`src/design/pxb_pkg.sv`:
```
package pxb_pkg;

   // ---------------------------------------------------------------
   // Port shape
   // ---------------------------------------------------------------
   localparam int NUM_PINS = 8;
   localparam int WALK_LEN = 9;
   localparam logic [2:0] TX_PIN = 3'h4;
   localparam logic [2:0] RX_PIN = 3'h5;

   // ---------------------------------------------------------------
   // Register offsets (byte addresses)
   // ---------------------------------------------------------------
   localparam logic [7:0] ADDR_SKIP = 8'h00;
   localparam logic [7:0] ADDR_SEL_A = 8'h04;
   localparam logic [7:0] ADDR_SEL_B = 8'h08;
   localparam logic [7:0] ADDR_IN_MODE = 8'h0C;
   localparam logic [7:0] ADDR_OUT_MODE = 8'h10;
   localparam logic [7:0] ADDR_PORT = 8'h14;
   localparam logic [7:0] ADDR_EXT_INT = 8'h18;

   // ---------------------------------------------------------------
   // Reset values and writable masks
   // ---------------------------------------------------------------
   localparam logic [7:0] RST_SKIP = 8'h00;
   localparam logic [7:0] RST_SEL_A = 8'h00;
   localparam logic [7:0] RST_SEL_B = 8'h00;
   localparam logic [7:0] RST_IN_MODE = 8'hFF;
   localparam logic [7:0] RST_OUT_MODE = 8'h00;
   localparam logic [7:0] RST_LATCH = 8'hFF;
   localparam logic [7:0] RST_EXT_INT = 8'h00;
   localparam logic [7:0] MASK_SKIP = 8'h7F;
   localparam logic [7:0] MASK_SEL_B = 8'hC7;
   localparam logic [7:0] MASK_EXT_INT = 8'h77;

   // ---------------------------------------------------------------
   // Field positions
   // ---------------------------------------------------------------
   localparam int SELA_TX_BIT = 0;
   localparam int SELA_RX_BIT = 1;
   localparam int SELA_SMB_BIT = 2;
   localparam int SELA_SYSCK_BIT = 3;
   localparam int SELA_CP_BIT = 4;
   localparam int SELA_CPA_BIT = 5;
   localparam int SELA_CEX_LO = 6;
   localparam int SELA_CEX_HI = 7;
   localparam int SELB_ECI_BIT = 0;
   localparam int SELB_T0_BIT = 1;
   localparam int SELB_T1_BIT = 2;
   localparam int SELB_ENABLE_BIT = 6;
   localparam int SELB_PUD_BIT = 7;
   localparam int EXT0_LSB = 0;
   localparam int EXT1_LSB = 4;

   // ---------------------------------------------------------------
   // Pin functions
   // ---------------------------------------------------------------
   typedef enum logic [3:0] {
      FN_GPIO = 4'h0,
      FN_TX = 4'h1,
      FN_RX = 4'h2,
      FN_SDA = 4'h3,
      FN_SCL = 4'h4,
      FN_CP = 4'h5,
      FN_CPA = 4'h6,
      FN_SYSCLK = 4'h7,
      FN_CEX0 = 4'h8,
      FN_CEX1 = 4'h9,
      FN_CEX2 = 4'hA,
      FN_ECI = 4'hB,
      FN_T0 = 4'hC,
      FN_T1 = 4'hD
   } pxb_func_type;

   localparam pxb_func_type WALK_ORDER [WALK_LEN] = '{
      FN_CP, FN_CPA, FN_SYSCLK, FN_CEX0, FN_CEX1, FN_CEX2, FN_ECI, FN_T0, FN_T1
   };

endpackage : pxb_pkg

```
`src/design/pxb_decoder.sv`:
```
`timescale 1ns/100ps
`default_nettype none
module pxb_decoder (
   input wire logic [7:0] skip_mask,
   input wire logic [7:0] select_a,
   input wire logic [7:0] select_b,
   output var pxb_pkg::pxb_func_type pin_func [pxb_pkg::NUM_PINS]
);
   import pxb_pkg::*;

   // ---------------------------------------------------------------
   // Lowest free pin: {found, index}
   // ---------------------------------------------------------------
   function automatic logic [3:0] first_free(input logic [7:0] occ);
      logic [3:0] res;
      res = 4'h0;
      for (int i = NUM_PINS - 1; i >= 0; i--) begin
         if (!occ[i]) begin
            res = {1'b1, 3'(i)};
         end
      end
      return res;
   endfunction : first_free

   logic [WALK_LEN-1:0] req;

   assign req = {select_b[SELB_T1_BIT], select_b[SELB_T0_BIT], select_b[SELB_ECI_BIT],
                 &select_a[SELA_CEX_HI:SELA_CEX_LO], select_a[SELA_CEX_HI],
                 |select_a[SELA_CEX_HI:SELA_CEX_LO], select_a[SELA_SYSCK_BIT],
                 select_a[SELA_CPA_BIT], select_a[SELA_CP_BIT]};

   // ---------------------------------------------------------------
   // Priority walk
   // ---------------------------------------------------------------
   always_comb begin
      logic [7:0] occ;
      logic [3:0] a;
      logic [3:0] b;
      occ = skip_mask;
      a = 4'h0;
      b = 4'h0;
      for (int i = 0; i < NUM_PINS; i++) begin
         pin_func[i] = FN_GPIO;
      end
      if (select_b[SELB_ENABLE_BIT]) begin
         // Serial pins are fixed so a bootloader always finds them
         if (select_a[SELA_TX_BIT]) begin
            pin_func[TX_PIN] = FN_TX;
            occ[TX_PIN] = 1'b1;
         end
         if (select_a[SELA_RX_BIT]) begin
            pin_func[RX_PIN] = FN_RX;
            occ[RX_PIN] = 1'b1;
         end
         if (select_a[SELA_SMB_BIT]) begin
            a = first_free(occ);
            b = first_free(occ | (8'h01 << a[2:0]));
            // Both lines or neither; a lone data line would be useless
            if (a[3] && b[3]) begin
               pin_func[a[2:0]] = FN_SDA;
               pin_func[b[2:0]] = FN_SCL;
               occ[a[2:0]] = 1'b1;
               occ[b[2:0]] = 1'b1;
            end
         end
         for (int r = 0; r < WALK_LEN; r++) begin
            if (req[r]) begin
               a = first_free(occ);
               if (a[3]) begin
                  pin_func[a[2:0]] = WALK_ORDER[r];
                  occ[a[2:0]] = 1'b1;
               end
            end
         end
      end
   end

endmodule : pxb_decoder
`default_nettype wire

```
`src/design/pxb_crossbar.sv`:
```
// Added by the designer: the address map and the APB slave port.
`timescale 1ns/100ps
`default_nettype none
// Contract
// - Walk peripherals, lowest free pin each
// - Serial transmit pin 4, receive 5
// - Assigned pins excluded from later search
// - Skipped pins treated as occupied
// - Bus takes two free pins together
// - Leftover pins act as general I/O
// - Enable bit activates routing; else inputs
// - Disabled matrix keeps every driver off
// - Input mode 1 digital; resets to 1
// - Analog pin: pullup, driver, receiver off
// - Output mode bit applies to routed pins
// - Bus pins always open drain
// - Pullups on open-drain unless disabled
// - Pullup off while driving low
// - Edge events on digital pins only
// - Two edge sources, any pin selectable
// - Skip bit one excludes its pin, except fixed serial pins 4 and 5; bit 7 is not writable, so pin 7 is never skipped
// - Analog pin reads back zero
// - Mode one push-pull, else open drain
// - Channel field routes none to three
module pxb_crossbar (
   input wire logic pclk,
   input wire logic presetn,
   input wire logic psel,
   input wire logic penable,
   input wire logic pwrite,
   input wire logic [7:0] paddr,
   input wire logic [31:0] pwdata,
   output logic [31:0] prdata,
   output logic pready,
   output logic pslverr,
   input wire logic serial_transmit_output,
   output logic serial_receive_input,
   input wire logic smb_data_out,
   input wire logic smb_clock_out,
   output logic smb_data_in,
   output logic smb_clock_in,
   input wire logic comparator_output,
   input wire logic comparator_async_output,
   input wire logic sysclk_output,
   input wire logic [2:0] counter_array_channels_out,
   output logic [2:0] counter_array_channels_in,
   output logic counter_array_ext_clock,
   output logic timer0_input,
   output logic timer1_input,
   output logic [1:0] ext_event,
   input wire logic [7:0] pin_in,
   output logic [7:0] pin_out,
   output logic [7:0] pin_oe,
   output logic [7:0] pin_pullup,
   output logic [7:0] pin_rx_enable
);
   import pxb_pkg::*;

   // ---------------------------------------------------------------
   // Register file
   // ---------------------------------------------------------------
   logic [7:0] pin_skip_mask;
   logic [7:0] peripheral_select_a;
   logic [7:0] peripheral_select_b;
   logic [7:0] pin_input_mode_bits;
   logic [7:0] pin_output_mode_bits;
   logic [7:0] port_latch;
   logic [7:0] ext_interrupt_pin_config;
   logic [7:0] pad_q;
   logic [7:0] pad_prev;
   logic wr_en;
   logic rd_setup;
   logic addr_ok;
   logic [7:0] rd_byte;
   logic matrix_enable_bit;
   logic pullup_disable_bit;

   assign matrix_enable_bit = peripheral_select_b[SELB_ENABLE_BIT];
   assign pullup_disable_bit = peripheral_select_b[SELB_PUD_BIT];
   // No wait states: every access completes in its first access cycle
   assign pready = 1'b1;
   assign wr_en = psel & penable & pwrite;
   assign rd_setup = psel & ~penable;

   always_comb begin
      addr_ok = 1'b1;
      rd_byte = 8'h00;
      unique case (paddr)
         ADDR_SKIP: rd_byte = pin_skip_mask;
         ADDR_SEL_A: rd_byte = peripheral_select_a;
         ADDR_SEL_B: rd_byte = peripheral_select_b;
         ADDR_IN_MODE: rd_byte = pin_input_mode_bits;
         ADDR_OUT_MODE: rd_byte = pin_output_mode_bits;
         ADDR_PORT: rd_byte = pad_q;
         ADDR_EXT_INT: rd_byte = ext_interrupt_pin_config;
         default: addr_ok = 1'b0;
      endcase
   end

   always_ff @(posedge pclk or negedge presetn) begin
      if (!presetn) begin
         prdata <= 32'h0000_0000;
         pslverr <= 1'b0;
      end else if (rd_setup) begin
         prdata <= {24'h00_0000, rd_byte};
         pslverr <= ~addr_ok;
      end
   end

   always_ff @(posedge pclk or negedge presetn) begin
      if (!presetn) begin
         pin_skip_mask <= RST_SKIP;
         peripheral_select_a <= RST_SEL_A;
         peripheral_select_b <= RST_SEL_B;
         pin_input_mode_bits <= RST_IN_MODE;
         pin_output_mode_bits <= RST_OUT_MODE;
         port_latch <= RST_LATCH;
         ext_interrupt_pin_config <= RST_EXT_INT;
      end else if (wr_en) begin
         unique case (paddr)
            ADDR_SKIP: pin_skip_mask <= pwdata[7:0] & MASK_SKIP;
            ADDR_SEL_A: peripheral_select_a <= pwdata[7:0];
            ADDR_SEL_B: peripheral_select_b <= pwdata[7:0] & MASK_SEL_B;
            ADDR_IN_MODE: pin_input_mode_bits <= pwdata[7:0];
            ADDR_OUT_MODE: pin_output_mode_bits <= pwdata[7:0];
            ADDR_PORT: port_latch <= pwdata[7:0];
            ADDR_EXT_INT: ext_interrupt_pin_config <= pwdata[7:0] & MASK_EXT_INT;
            default: ;
         endcase
      end
   end

   // ---------------------------------------------------------------
   // Pin assignment
   // ---------------------------------------------------------------
   pxb_func_type pin_func [NUM_PINS];

   pxb_decoder u_decoder (
      .skip_mask(pin_skip_mask),
      .select_a(peripheral_select_a),
      .select_b(peripheral_select_b),
      .pin_func(pin_func)
   );

   // ---------------------------------------------------------------
   // Pad control per pin
   // ---------------------------------------------------------------
   logic [7:0] drive_val;
   logic [7:0] input_only;
   logic [7:0] smb_mask;
   logic [7:0] open_drain;
   logic [7:0] pp_drive;
   logic [7:0] routed_mask;
   logic [7:0] next_pin_oe;
   logic [7:0] next_pin_out;
   logic [7:0] next_pin_pullup;
   logic [7:0] m_rx;
   logic [7:0] m_sda;
   logic [7:0] m_scl;
   logic [7:0] m_eci;
   logic [7:0] m_t0;
   logic [7:0] m_t1;
   logic [7:0] m_cex [3];

   for (genvar i = 0; i < NUM_PINS; i++) begin : g_pin
      always_comb begin
         drive_val[i] = 1'b1;
         input_only[i] = 1'b0;
         unique case (pin_func[i])
            FN_GPIO: drive_val[i] = port_latch[i];
            FN_TX: drive_val[i] = serial_transmit_output;
            FN_RX: input_only[i] = 1'b1;
            FN_SDA: drive_val[i] = smb_data_out;
            FN_SCL: drive_val[i] = smb_clock_out;
            FN_CP: drive_val[i] = comparator_output;
            FN_CPA: drive_val[i] = comparator_async_output;
            FN_SYSCLK: drive_val[i] = sysclk_output;
            FN_CEX0: drive_val[i] = counter_array_channels_out[0];
            FN_CEX1: drive_val[i] = counter_array_channels_out[1];
            FN_CEX2: drive_val[i] = counter_array_channels_out[2];
            FN_ECI: input_only[i] = 1'b1;
            FN_T0: input_only[i] = 1'b1;
            FN_T1: input_only[i] = 1'b1;
            default: input_only[i] = 1'b1;
         endcase
      end
      assign smb_mask[i] = (pin_func[i] == FN_SDA) | (pin_func[i] == FN_SCL);
      assign open_drain[i] = ~pin_output_mode_bits[i] | smb_mask[i];
      assign pp_drive[i] = matrix_enable_bit & pin_input_mode_bits[i] & ~input_only[i]
                           & ~open_drain[i];
      // Driver only when enabled and digital; open drain only sinks
      assign next_pin_oe[i] = matrix_enable_bit & pin_input_mode_bits[i] & ~input_only[i]
                              & (open_drain[i] ? ~drive_val[i] : 1'b1);
      assign next_pin_out[i] = ~open_drain[i] & drive_val[i];
      // Pullup only on an undriven digital pad, so never against a low
      assign next_pin_pullup[i] = pin_input_mode_bits[i] & ~pullup_disable_bit
                                  & ~next_pin_oe[i];
      assign routed_mask[i] = pin_func[i] != FN_GPIO;
      assign m_rx[i] = pin_func[i] == FN_RX;
      assign m_sda[i] = pin_func[i] == FN_SDA;
      assign m_scl[i] = pin_func[i] == FN_SCL;
      assign m_eci[i] = pin_func[i] == FN_ECI;
      assign m_t0[i] = pin_func[i] == FN_T0;
      assign m_t1[i] = pin_func[i] == FN_T1;
      assign m_cex[0][i] = pin_func[i] == FN_CEX0;
      assign m_cex[1][i] = pin_func[i] == FN_CEX1;
      assign m_cex[2][i] = pin_func[i] == FN_CEX2;
   end

   always_ff @(posedge pclk or negedge presetn) begin
      if (!presetn) begin
         pin_oe <= 8'h00;
         pin_out <= 8'h00;
         pin_pullup <= 8'hFF;
         pin_rx_enable <= 8'hFF;
      end else begin
         pin_oe <= next_pin_oe;
         pin_out <= next_pin_out & next_pin_oe;
         pin_pullup <= next_pin_pullup;
         pin_rx_enable <= pin_input_mode_bits;
      end
   end

   // ---------------------------------------------------------------
   // Pad sampling and peripheral inputs
   // ---------------------------------------------------------------
   always_ff @(posedge pclk or negedge presetn) begin
      if (!presetn) begin
         // Idle pads sit high under their pullups; no false edge at release
         pad_q <= 8'hFF;
         pad_prev <= 8'hFF;
      end else begin
         pad_q <= pin_in & pin_input_mode_bits;
         pad_prev <= pad_q;
      end
   end

   // Unrouted inputs rest at their idle level
   always_ff @(posedge pclk or negedge presetn) begin
      if (!presetn) begin
         serial_receive_input <= 1'b1;
         smb_data_in <= 1'b1;
         smb_clock_in <= 1'b1;
         counter_array_ext_clock <= 1'b0;
         timer0_input <= 1'b0;
         timer1_input <= 1'b0;
         counter_array_channels_in <= 3'h0;
      end else begin
         serial_receive_input <= (|m_rx) ? |(m_rx & pad_q) : 1'b1;
         smb_data_in <= (|m_sda) ? |(m_sda & pad_q) : 1'b1;
         smb_clock_in <= (|m_scl) ? |(m_scl & pad_q) : 1'b1;
         counter_array_ext_clock <= |(m_eci & pad_q);
         timer0_input <= |(m_t0 & pad_q);
         timer1_input <= |(m_t1 & pad_q);
         for (int c = 0; c < 3; c++) begin
            counter_array_channels_in[c] <= |(m_cex[c] & pad_q);
         end
      end
   end

   // ---------------------------------------------------------------
   // External edge events
   // ---------------------------------------------------------------
   logic [2:0] ext_pin [2];
   logic [1:0] ev_raw;

   assign ext_pin[0] = ext_interrupt_pin_config[EXT0_LSB +: 3];
   assign ext_pin[1] = ext_interrupt_pin_config[EXT1_LSB +: 3];

   // Works on skipped and routed pins alike; the skip mask is not consulted
   for (genvar e = 0; e < 2; e++) begin : g_event
      assign ev_raw[e] = pin_input_mode_bits[ext_pin[e]]
                         & (pad_q[ext_pin[e]] ^ pad_prev[ext_pin[e]]);
   end

   always_ff @(posedge pclk or negedge presetn) begin
      if (!presetn) begin
         ext_event <= 2'h0;
      end else begin
         ext_event <= ev_raw;
      end
   end
endmodule : pxb_crossbar
`default_nettype wire

```
`config.mk`:
```
export PLATFORM = sky130hd
export DESIGN_NAME = pxb_crossbar
export DESIGN_NICKNAME = d
export VERILOG_FILES = /design/src/design/pxb_pkg.sv /design/src/design/pxb_decoder.sv /design/src/design/pxb_crossbar.sv
export SDC_FILE = /design/constraint.sdc
export NUM_CORES = 1
export LEC_CHECK = 0
export ABC_CLOCK_PERIOD_IN_PS = 15000
export BUFFER_PORTS_ARGS = -buffer_cell sky130_fd_sc_hd__buf_4
export CORE_ASPECT_RATIO = 0.8
export CORE_MARGIN = 5
export CORE_UTILIZATION = 30
export CTS_BUF_LIST = sky130_fd_sc_hd__clkbuf_8
export DETAILED_ROUTE_END_ITERATION = 10
export GPL_ROUTABILITY_DRIVEN = 0
export SLEW_MARGIN = 20
export SYNTH_ARGS = -nofsm -noshare
export SYNTH_HDL_FRONTEND = slang
export SYNTH_HIERARCHICAL = 1
export SYNTH_SLANG_ARGS = --single-unit
```
`constraint.sdc`:
```
create_clock -name pclk -period 15 [get_ports pclk]
set_input_delay 0.75 -clock pclk [delete_from_list [all_inputs] [get_ports pclk]]
set_output_delay 0.75 -clock pclk [all_outputs]
set_load 0.005 [all_outputs]
```
# Word-level counts from Yosys, hierarchy flattened
# Index checks and enable logic that the tools add are counted.
# op_classes
magnitude_cmp,44
eq_ne,110
n_shift,1
mux,249
n_bitwise,172
n_reduce_logical,61
# op_table
operator,count
2-to-1 mux 32 bit,30
2-to-1 mux 4 bit,115
2-to-1 mux 8 bit,27
== test 4 bit (second input constant),48
demux 4 bit (select 3 bit),11
== test 4 x 3 -> 1 bit (second input constant),32
bitwise AND 8 bit,14
NOT 16 bit,6
OR reduction 8 bit,12
bitwise OR 8 bit,11
bitwise AND 16 bit,5
bitwise OR 16 bit,5
case mux 1 bit (10 select lines),8
OR reduction 10 bit,8
bitwise OR 24 bit,3
== test 4 x 2 -> 1 bit (second input constant),16
case mux 8 bit (7 select lines),1
bitwise AND 1 bit,53
bitwise AND 24 bit,2
less-than comparator 3 x 4 -> 1 bit (second input constant),12
NOT 24 bit,2
>= comparator 4 bit (second input constant),11
less-than comparator 4 x 1 -> 1 bit (second input constant),11
NOT 3 -> 4 bit,11
other kinds (24),183
# word_totals
ff_bits,118
inputBits,62
elab_cells,660

# Logic depth before layout (Yosys ltp)
# Gate-level depths: netlist of the first run.
# depth
depth_word,201
ltp_mapped,31
ltp_nobuf,26

# Modules after synthesis
# The synthesis of the first run kept the hierarchy.
# modules_own_cells
mod,n_inst,cells_per_inst,area_each_um2
pxb_crossbar,1,701,7310.8
pxb_decoder,1,580,3353.2

# Worst setup path before layout of the first run
# OpenSTA, ideal clock, no wires.
# synth_path
path_type,register to register
from,reg pin_skip_mask[1]
to,reg pin_pullup[7]
t_arrival_ps,6554
path_slack_ps,8357
stages_incl_launch_ff,28
path_buffers,1
synth_period_minus_slack_ps,6643
path_cell_list,dfrtp_1 > buf_2 > nand4_2 > nor2_2 > or4b_1 > a21oi_1 > o221ai_1 > a2111oi_4 > o32ai_1 > a222oi_1 > o311ai_2 > nor3b_2 > or2_1 > a41o_2 > a2bb2oi_2 > o21bai_1 > a31oi_1 > o41ai_1 > o22ai_2 > nand3_1 > a2111oi_2 > nand2b_1 > o21ai_1 > mux4_2 > or3b_1 > a31oi_1 > o21a_2 > nor3b_2
# synth_lines
element,line,rtl
from (decl),pxb_crossbar.sv:62,logic [7:0] pin_skip_mask;
from (signal assigned),pxb_crossbar.sv:121,ADDR_SKIP: pin_skip_mask <= pwdata[7:0] & MASK_SKIP;
to (signal assigned),pxb_crossbar.sv:219,pin_pullup <= next_pin_pullup;
to (decl),pxb_crossbar.sv:54,"output logic [7:0] pin_pullup,"

==> results of run 1 <==
[layout make-up]
| class | count | area share |
|---|---|---|
| diodes | 1 | 0.000209 |
| well taps | 472 | 0.0493 |
| clock inverters | 15 | 0.0127 |
| clock buffers | 17 | 0.0195 |
| inverters | 27 | 0.00845 |
| multi-input cells | 1066 | 0.597 |
| flip-flops and latches | 118 | 0.252 |
| repair buffers | 98 | 0.0614 |
[layout by cell type (no fill, tap or decap), drive strengths merged, types with 33 or more instances in the layout]
cell type	n
a21oi	69
buf	98
dfrtp	67
dfstp	51
inv	33
mux2	64
nand2	111
nand3	53
nor2	117
nor3	52
o21ai	70
[power by group through the flow]
| stage | clock network (mW) | registers (mW) | logic, mW |
|---|---|---|---|
| floorplan | 0 | 0.331 | 0.0431 |
| global placement | 0 | 0.335 | 0.0676 |
| detailed placement | 0 | 0.335 | 0.0684 |
| CTS | 0.297 | 0.330 | 0.0688 |
| global route | 0.312 | 0.330 | 0.0771 |
| finish | 0.292 | 0.330 | 0.0702 |
[critical path: stages, from the launching register on]
cell and delay (ns):
dfrtp_1 0.82, nand4_2 0.25, maj3_2 0.41, or2_1 0.26, a21o_1 0.33, a21boi_0 0.74
nand2_1 0.35, o21ai_1 0.49, a211oi_1 0.10, a41oi_1 0.24, o21ai_0 0.34, nor2_1 0.46
nand2_1 0.17, a21oi_1 0.28, nor2_1 0.06, nor3_1 0.41, nand3b_1 0.28, nor2_1 0.13
a2111oi_0 0.91, o21ai_1 0.52, nor2b_1 0.33, a32oi_1 0.28, o311ai_0 0.20, or3_1 0.39
[routing by layer]
metal | routed length (µm) | global-route usage | vias to the layer above
met4 | 543 | 0.0331 | 0
met3 | 4810 | 0.0577 | 53
met1 | 18000 | 0.306 | 5351
li1 | - | - | 4916
met5 | 0 | 0 | -
met2 | 15700 | 0.263 | 626
[final timing paths]
| path | startpoint | end | depth (start not counted) |
|---|---|---|---|
| setup / recovery | pin_skip_mask[1]$_DFFE_PN0P_ | counter_array_channels_in[1]$_DFF_PN0_ | 23 |
| hold / removal | presetn | counter_array_channels_in[2]$_DFF_PN0_ | 1 |
| setup reg to reg | pin_skip_mask[1]$_DFFE_PN0P_ | counter_array_channels_in[1]$_DFF_PN0_ | 23 |
| hold reg to reg | pad_q[1]$_DFF_PN1_ | pad_prev[1]$_DFF_PN1_ | 0 |
| max in group asynchronous | presetn | ext_interrupt_pin_config[5]$_DFFE_PN0P_ | 2 |
| min in group pclk | pad_q[1]$_DFF_PN1_ | pad_prev[1]$_DFF_PN1_ | 0 |
[cells in the mapped netlist, drive strengths merged (12+ instances only)]
library cell	n	area [µm²]
nor2	117	444
nand2	111	417
o21ai	70	362
a21oi	69	372
dfrtp	67	1680
mux2	64	721
buf	57	353
nand3	53	280
nor3	52	260
dfstp	51	1340
clkbuf	43	161
nor2b	30	188
inv	27	101
and2	24	150
nand2b	24	150
a31oi	23	156
nand4	22	144
nor3b	21	173
nor4	19	140
o22ai	19	125
and3	16	100
mux2i	16	160
mux4	16	360
a22oi	15	113
o211ai	13	103
or2	12	75.1
[sequential cells by signal, indices dropped and copies added (netlist names), 2 cells and up]
| signal | flops |
|---|---|
| pin_pullup | 8 |
| pin_output_mode_bits | 8 |
| counter_array_channels_in | 3 |
| port_latch | 8 |
| pin_skip_mask | 7 |
| peripheral_select_b | 5 |
| ext_interrupt_pin_config | 6 |
| ext_event | 2 |
| pin_input_mode_bits | 8 |
| pin_oe | 8 |
| pin_rx_enable | 8 |
| pad_prev | 8 |
| peripheral_select_a | 8 |
| prdata | 8 |
| pad_q | 8 |
| pin_out | 8 |
[stage by stage]
stage,instances,total power [mW],hold WS [ns]
5_1_grt,1813,0.719,0.280
3_3_place_gp,1781,0.403,0.440
3_5_place_dp,1781,0.404,0.441
2_1_floorplan,1311,0.374,0.352
4_1_cts,1813,0.695,0.254
6_report,1814,0.693,0.251
[kinds of logic (layout without fill, tap and decap cells)]
logic type,count (synthesis),after routing,share of synthesized area
flops,118,118,0.283
buf+inv,127,157,0.0577
fa+ha+maj,4,4,0.00387
xor+xnor,13,13,0.0107
mux,96,96,0.116
compound gates,364,364,0.247
simple gates,557,557,0.281
other cells,2,33,0.000704
==> flow_summary.json, run 1 <==
{
  "synth_ff_type": "dfrtp_1",
  "fp.dieH_um": 179,
  "ant_nets": 0,
  "post-place-ws_ns": 6.36,
  "synth_edf_count": 0,
  "clk_pin_slew_ns": 0.07,
  "tightest_slew_ns": 1.14,
  "area_growth_syn_to_layout_pct": 12.4,
  "cts-resized-gates": 0,
  "dpl.hpwl_um": 29900,
  "core_region_area_um2": 35000,
  "totalWireLength_um": 39100,
  "yosysSeqAreaShare": 0.283,
  "endpoint_kind": "flop",
  "outcome": "finished, final reports clean",
  "drive_above_1_share": 0.236,
  "place_area_um2": 11600,
  "multi_input_area_um2": 7160,
  "cap_violations": 0,
  "crit_required_ns": 15.31,
  "combPwrFrac": 0.101,
  "nNetsFinal": 1390,
  "rrSetupSlack_ns": 6.08,
  "cts_root_buffer": "clkbuf_8",
  "grt_pass1_wl_um": 60300,
  "avgSynthCellArea_um2": 8.32,
  "cts_tree": "built",
  "yosysWarnings": 6,
  "finalCritPeriodShare": 0.595,
  "grt_use_total": 0.195,
  "hold_path_class": "input pin to async pin",
  "fin_util": 0.343,
  "numClockSinks": 118,
  "netSwitchingFraction": 0.269,
  "rsz0062_at_grt": "no",
  "cts_made_buffers": 17,
  "peakVddDrop_mv": 0.0519,
  "period_needed_ns": 8.92,
  "grt_max_degree": 80,
  "crit_arrival_ns": 9.24,
  "fp.dieArea_um2": 39400,
  "drc_errors": 0,
  "crit_type": "flop to flop",
  "pin_count": 139,
  "clk_latency_ns": 0.45,
  "maxSlewViolCount": 0,
  "grt-ovfl-total": 0,
  "drtPass1Iterations": 7,
  "wire_per_inst_um": 21.6,
  "row_count": 61,
  "htreeDepth": 4,
  "viasPerCell": 6.03,
  "hold_viol": 0,
  "power_density_nw_per_um2": 57.8,
  "cellLeakagePower_nw": 4.68,
  "start_util": 0.305,
  "die-width_um": 221,
  "clkPwrFrac": 0.422,
  "synthCells": 1281,
  "register_area_um2": 3020,
  "path_max_fanout": 20,
  "synthArstFlopShare": 1.00,
  "ys_types": 108,
  "start_kind": "flop",
  "hold_buffers": 0,
  "final.setup.tns_ns": 0,
  "port_buffers": 89,
  "synth-seq-cells": 118,
  "clockBufferDepth": 2,
  "vias": 10946,
  "design_area_um2": 12000,
  "drtIter0Drc": 1410,
  "fin_ws_ns": 6.08,
  "setup_viol": 0,
  "p_switching_mw": 0.186,
  "post-cts-setup-buffers": 0,
  "grt_antenna_before_repair": 1,
  "p_seq_frac": 0.477,
  "n_fill_cell": 3672,
  "fin_skew_ns": 0.0165,
  "syn_area_um2": 10700,
  "p_int_mw": 0.506,
  "fmax_mhz": 112,
  "grt_pass1_vias": 9995,
  "slew_headroom": 0.222
}
(Power assumes the default switching activity.)
==> run 2: changes to the inputs <==
--- a/config.mk
+++ b/config.mk
@@ -5,7 +5,7 @@
 export SDC_FILE = /design/constraint.sdc
 export NUM_CORES = 1
 export LEC_CHECK = 0
-export ABC_CLOCK_PERIOD_IN_PS = 15000
+export ABC_CLOCK_PERIOD_IN_PS = 7700
 export BUFFER_PORTS_ARGS = -buffer_cell sky130_fd_sc_hd__buf_4
 export CORE_ASPECT_RATIO = 0.8
 export CORE_MARGIN = 5
==> constraint.sdc (replaced) <==
create_clock -name pclk -period 7.7 [get_ports pclk]
set_input_delay 0.385 -clock pclk [delete_from_list [all_inputs] [get_ports pclk]]
set_output_delay 0.385 -clock pclk [all_outputs]
set_load 0.005 [all_outputs]
==> run 2 against run 1 <==
Via count rose by 3.9%; global-route usage grew 0.49 points; largest power group unchanged; sequential cell count is the same; critical path depth grew 7; maximum frequency is 20% higher; combinational power is 110% higher; sequential share of layout area decreased by 1.5 points; count of clock-buffer cells in the layout did not move; highest routed layer unchanged; hold slack lost 0.098 ns; setup slack lost 5.8 ns.
==> flow_summary.json, run 2 (synthesized netlist as in run 1, its figures left out) <==
{
  "cellLeakagePower_nw": 5.12,
  "crit_top_cell": "buf_4",
  "mostFrequentLayoutCells": "buf_4, nor2_1, nand2_1",
  "grt_max_degree": 80,
  "hold_depth": 2,
  "outcome": "finished, final reports clean",
  "grt-ovfl-total": 0,
  "endpoint_kind": "flop",
  "core_region_area_um2": 35000,
  "path_max_fanout": 13,
  "setup_viol": 0,
  "fp.dieH_um": 179,
  "maxSlewViolCount": 0,
  "fin_skew_ns": 0.0203,
  "rrSetupSlack_ns": 0.28,
  "hold_path_class": "input pin to flop",
  "crit_type": "flop to flop",
  "fmax_mhz": 135,
  "pin_count": 139,
  "start_util": 0.305,
  "top_usage_layer": "met1",
  "port_buffers": 89,
  "htreeDepth": 4,
  "whs_endpoint": "pad_q[3]$_DFF_PN1_",
  "crit_arrival_ns": 7.78,
  "multi_input_area_um2": 7390,
  "drtIter0Drc": 1304,
  "totalWireLength_um": 40500,
  "grt.met3_usage": 0.0662,
  "numClockSinks": 118,
  "n_fill_cell": 3677,
  "power_density_nw_per_um2": 101,
  "crit_required_ns": 8.07,
  "slowest_stage": "or3b_1",
  "grt_pass1_wl_um": 61500,
  "register_area_um2": 3020,
  "drtPass1Iterations": 8,
  "clockBufferDepth": 2,
  "worstHoldStart": "pin_in[3]",
  "period_needed_ns": 7.42,
  "wire_per_inst_um": 21.4,
  "cts_root_buffer": "clkbuf_8",
  "area_growth_syn_to_layout_pct": 20.0,
  "cts_made_buffers": 17,
  "grt_use_total": 0.200,
  "drc_errors": 0,
  "ant_nets": 0,
  "row_count": 61,
  "slew_headroom": 0.299,
  "vias": 11377,
  "dpl.hpwl_um": 30900,
  "grt_util_met2": 0.275,
  "max_stage_delay_ns": 0.49,
  "clk_pin_slew_ns": 0.09,
  "clk_latency_ns": 0.46,
  "tightest_slew_ns": 1.05,
  "nNetsFinal": 1471,
  "cts_tree": "built",
  "die-width_um": 221,
  "path_delay_family": "compound AO/OA/AOI/OAI gates",
  "grt_antenna_before_repair": 1,
  "grt_pass1_vias": 10439,
  "cap_violations": 0,
  "viasPerCell": 6.01,
  "fp.dieArea_um2": 39400,
  "final.setup.tns_ns": 0,
  "r2r_cells": 30,
  "reg2reg_to": "serial_receive_input$_DFF_PN1_",
  "path_buf_inv": 4,
  "start_kind": "flop",
  "worstReg2RegStart": "pin_skip_mask[0]$_DFFE_PN0P_",
  "final_common_cell": "buf_4",
  "antenna_cells": 0,
  "peakVddDrop_mv": 0.0863,
  "finalCritPeriodShare": 0.963,
  "drive_above_1_share": 0.306,
  "globalRouteMet1Util": 0.303,
  "hold_viol": 0,
  "fin_util": 0.366
}
run 2: cell count changes in the layout (fill, tap and decap cells not counted), sizes merged:
cell and delta:
buf +80, clkinvlp -1, inv +2, diode -1, clkinv +2, bufinv -3
dlygate4sd3 +1
run 2: what timing repair did:
action                                  4_1_cts  5_1_grt
gates resized for setup                       0       50
endpoints found under the setup margin        0       32
hold endpoints to repair                     20        0
hold buffers                                  1        0
setup buffers                                 0        5
run 2: worst reg2reg max path: cells and delay by family (launching register included):
family,cells,cell delay (ns)
flops,1,0.45
fa+ha+maj,1,0.41
xor+xnor,1,0.14
buf+inv,4,0.68
simple gates,9,2.01
compound gates,14,3.27
mux,1,0.38
run 2: area by class of cell:
type                       count  share of cell area
multi-input combinational   1066               0.578
sequential                   118               0.236
timing repair buffer         179               0.106
tap                          472              0.0462
clock buffer                  17              0.0183
clock inverter                15             0.00831
inverter                      27             0.00792
run 2: metal layers:
metal | vias to the layer above | part of all wire
met4 | 0 | 0.015
met5 | - | 0
met2 | 659 | 0.41
met1 | 5550 | 0.45
li1 | 5093 | -
met3 | 75 | 0.12
run 2: power breakdown:
group / switching [mW] / internal [mW]
clock network: 0.280 / 0.223
logic: 0.0952 / 0.0530
registers: 0.0123 / 0.629
total: 0.387 / 0.905
run 2: worst max-delay path by stage:
stage,start,endpoint,cells after the start
after detailed placement,pin_skip_mask[0]$_DFFE_PN0P_,pin_pullup[4]$_DFF_PN1_,28
after global routing,peripheral_select_a[0]$_DFFE_PN0P_,pin_pullup[7]$_DFF_PN1_,27
final,pin_skip_mask[0]$_DFFE_PN0P_,serial_receive_input$_DFF_PN1_,30
after CTS,pin_skip_mask[0]$_DFFE_PN0P_,pin_pullup[4]$_DFF_PN1_,28
after global placement,peripheral_select_a[0]$_DFFE_PN0P_,pin_pullup[7]$_DFF_PN1_,27
after floorplan,pin_skip_mask[1]$_DFFE_PN0P_,pin_pullup[7]$_DFF_PN1_,27
run 2: stage by stage:
stage / area [µm²] / cells / power [mW] / worst slack, ns / hold WS [ns]
6_report: 12800 / 1894 / 1.29 / 0.283 / 0.153
5_1_grt: 12800 / 1894 / 1.35 / -0.0378 / 0.142
2_1_floorplan: 10800 / 1311 / 0.728 / 1.06 / 0.0894
3_5_place_dp: 12200 / 1856 / 0.793 / 0.144 / 0.372
4_1_cts: 12500 / 1889 / 1.30 / 0.0780 / 0.130
3_3_place_gp: 12200 / 1856 / 0.791 / 0.231 / 0.367
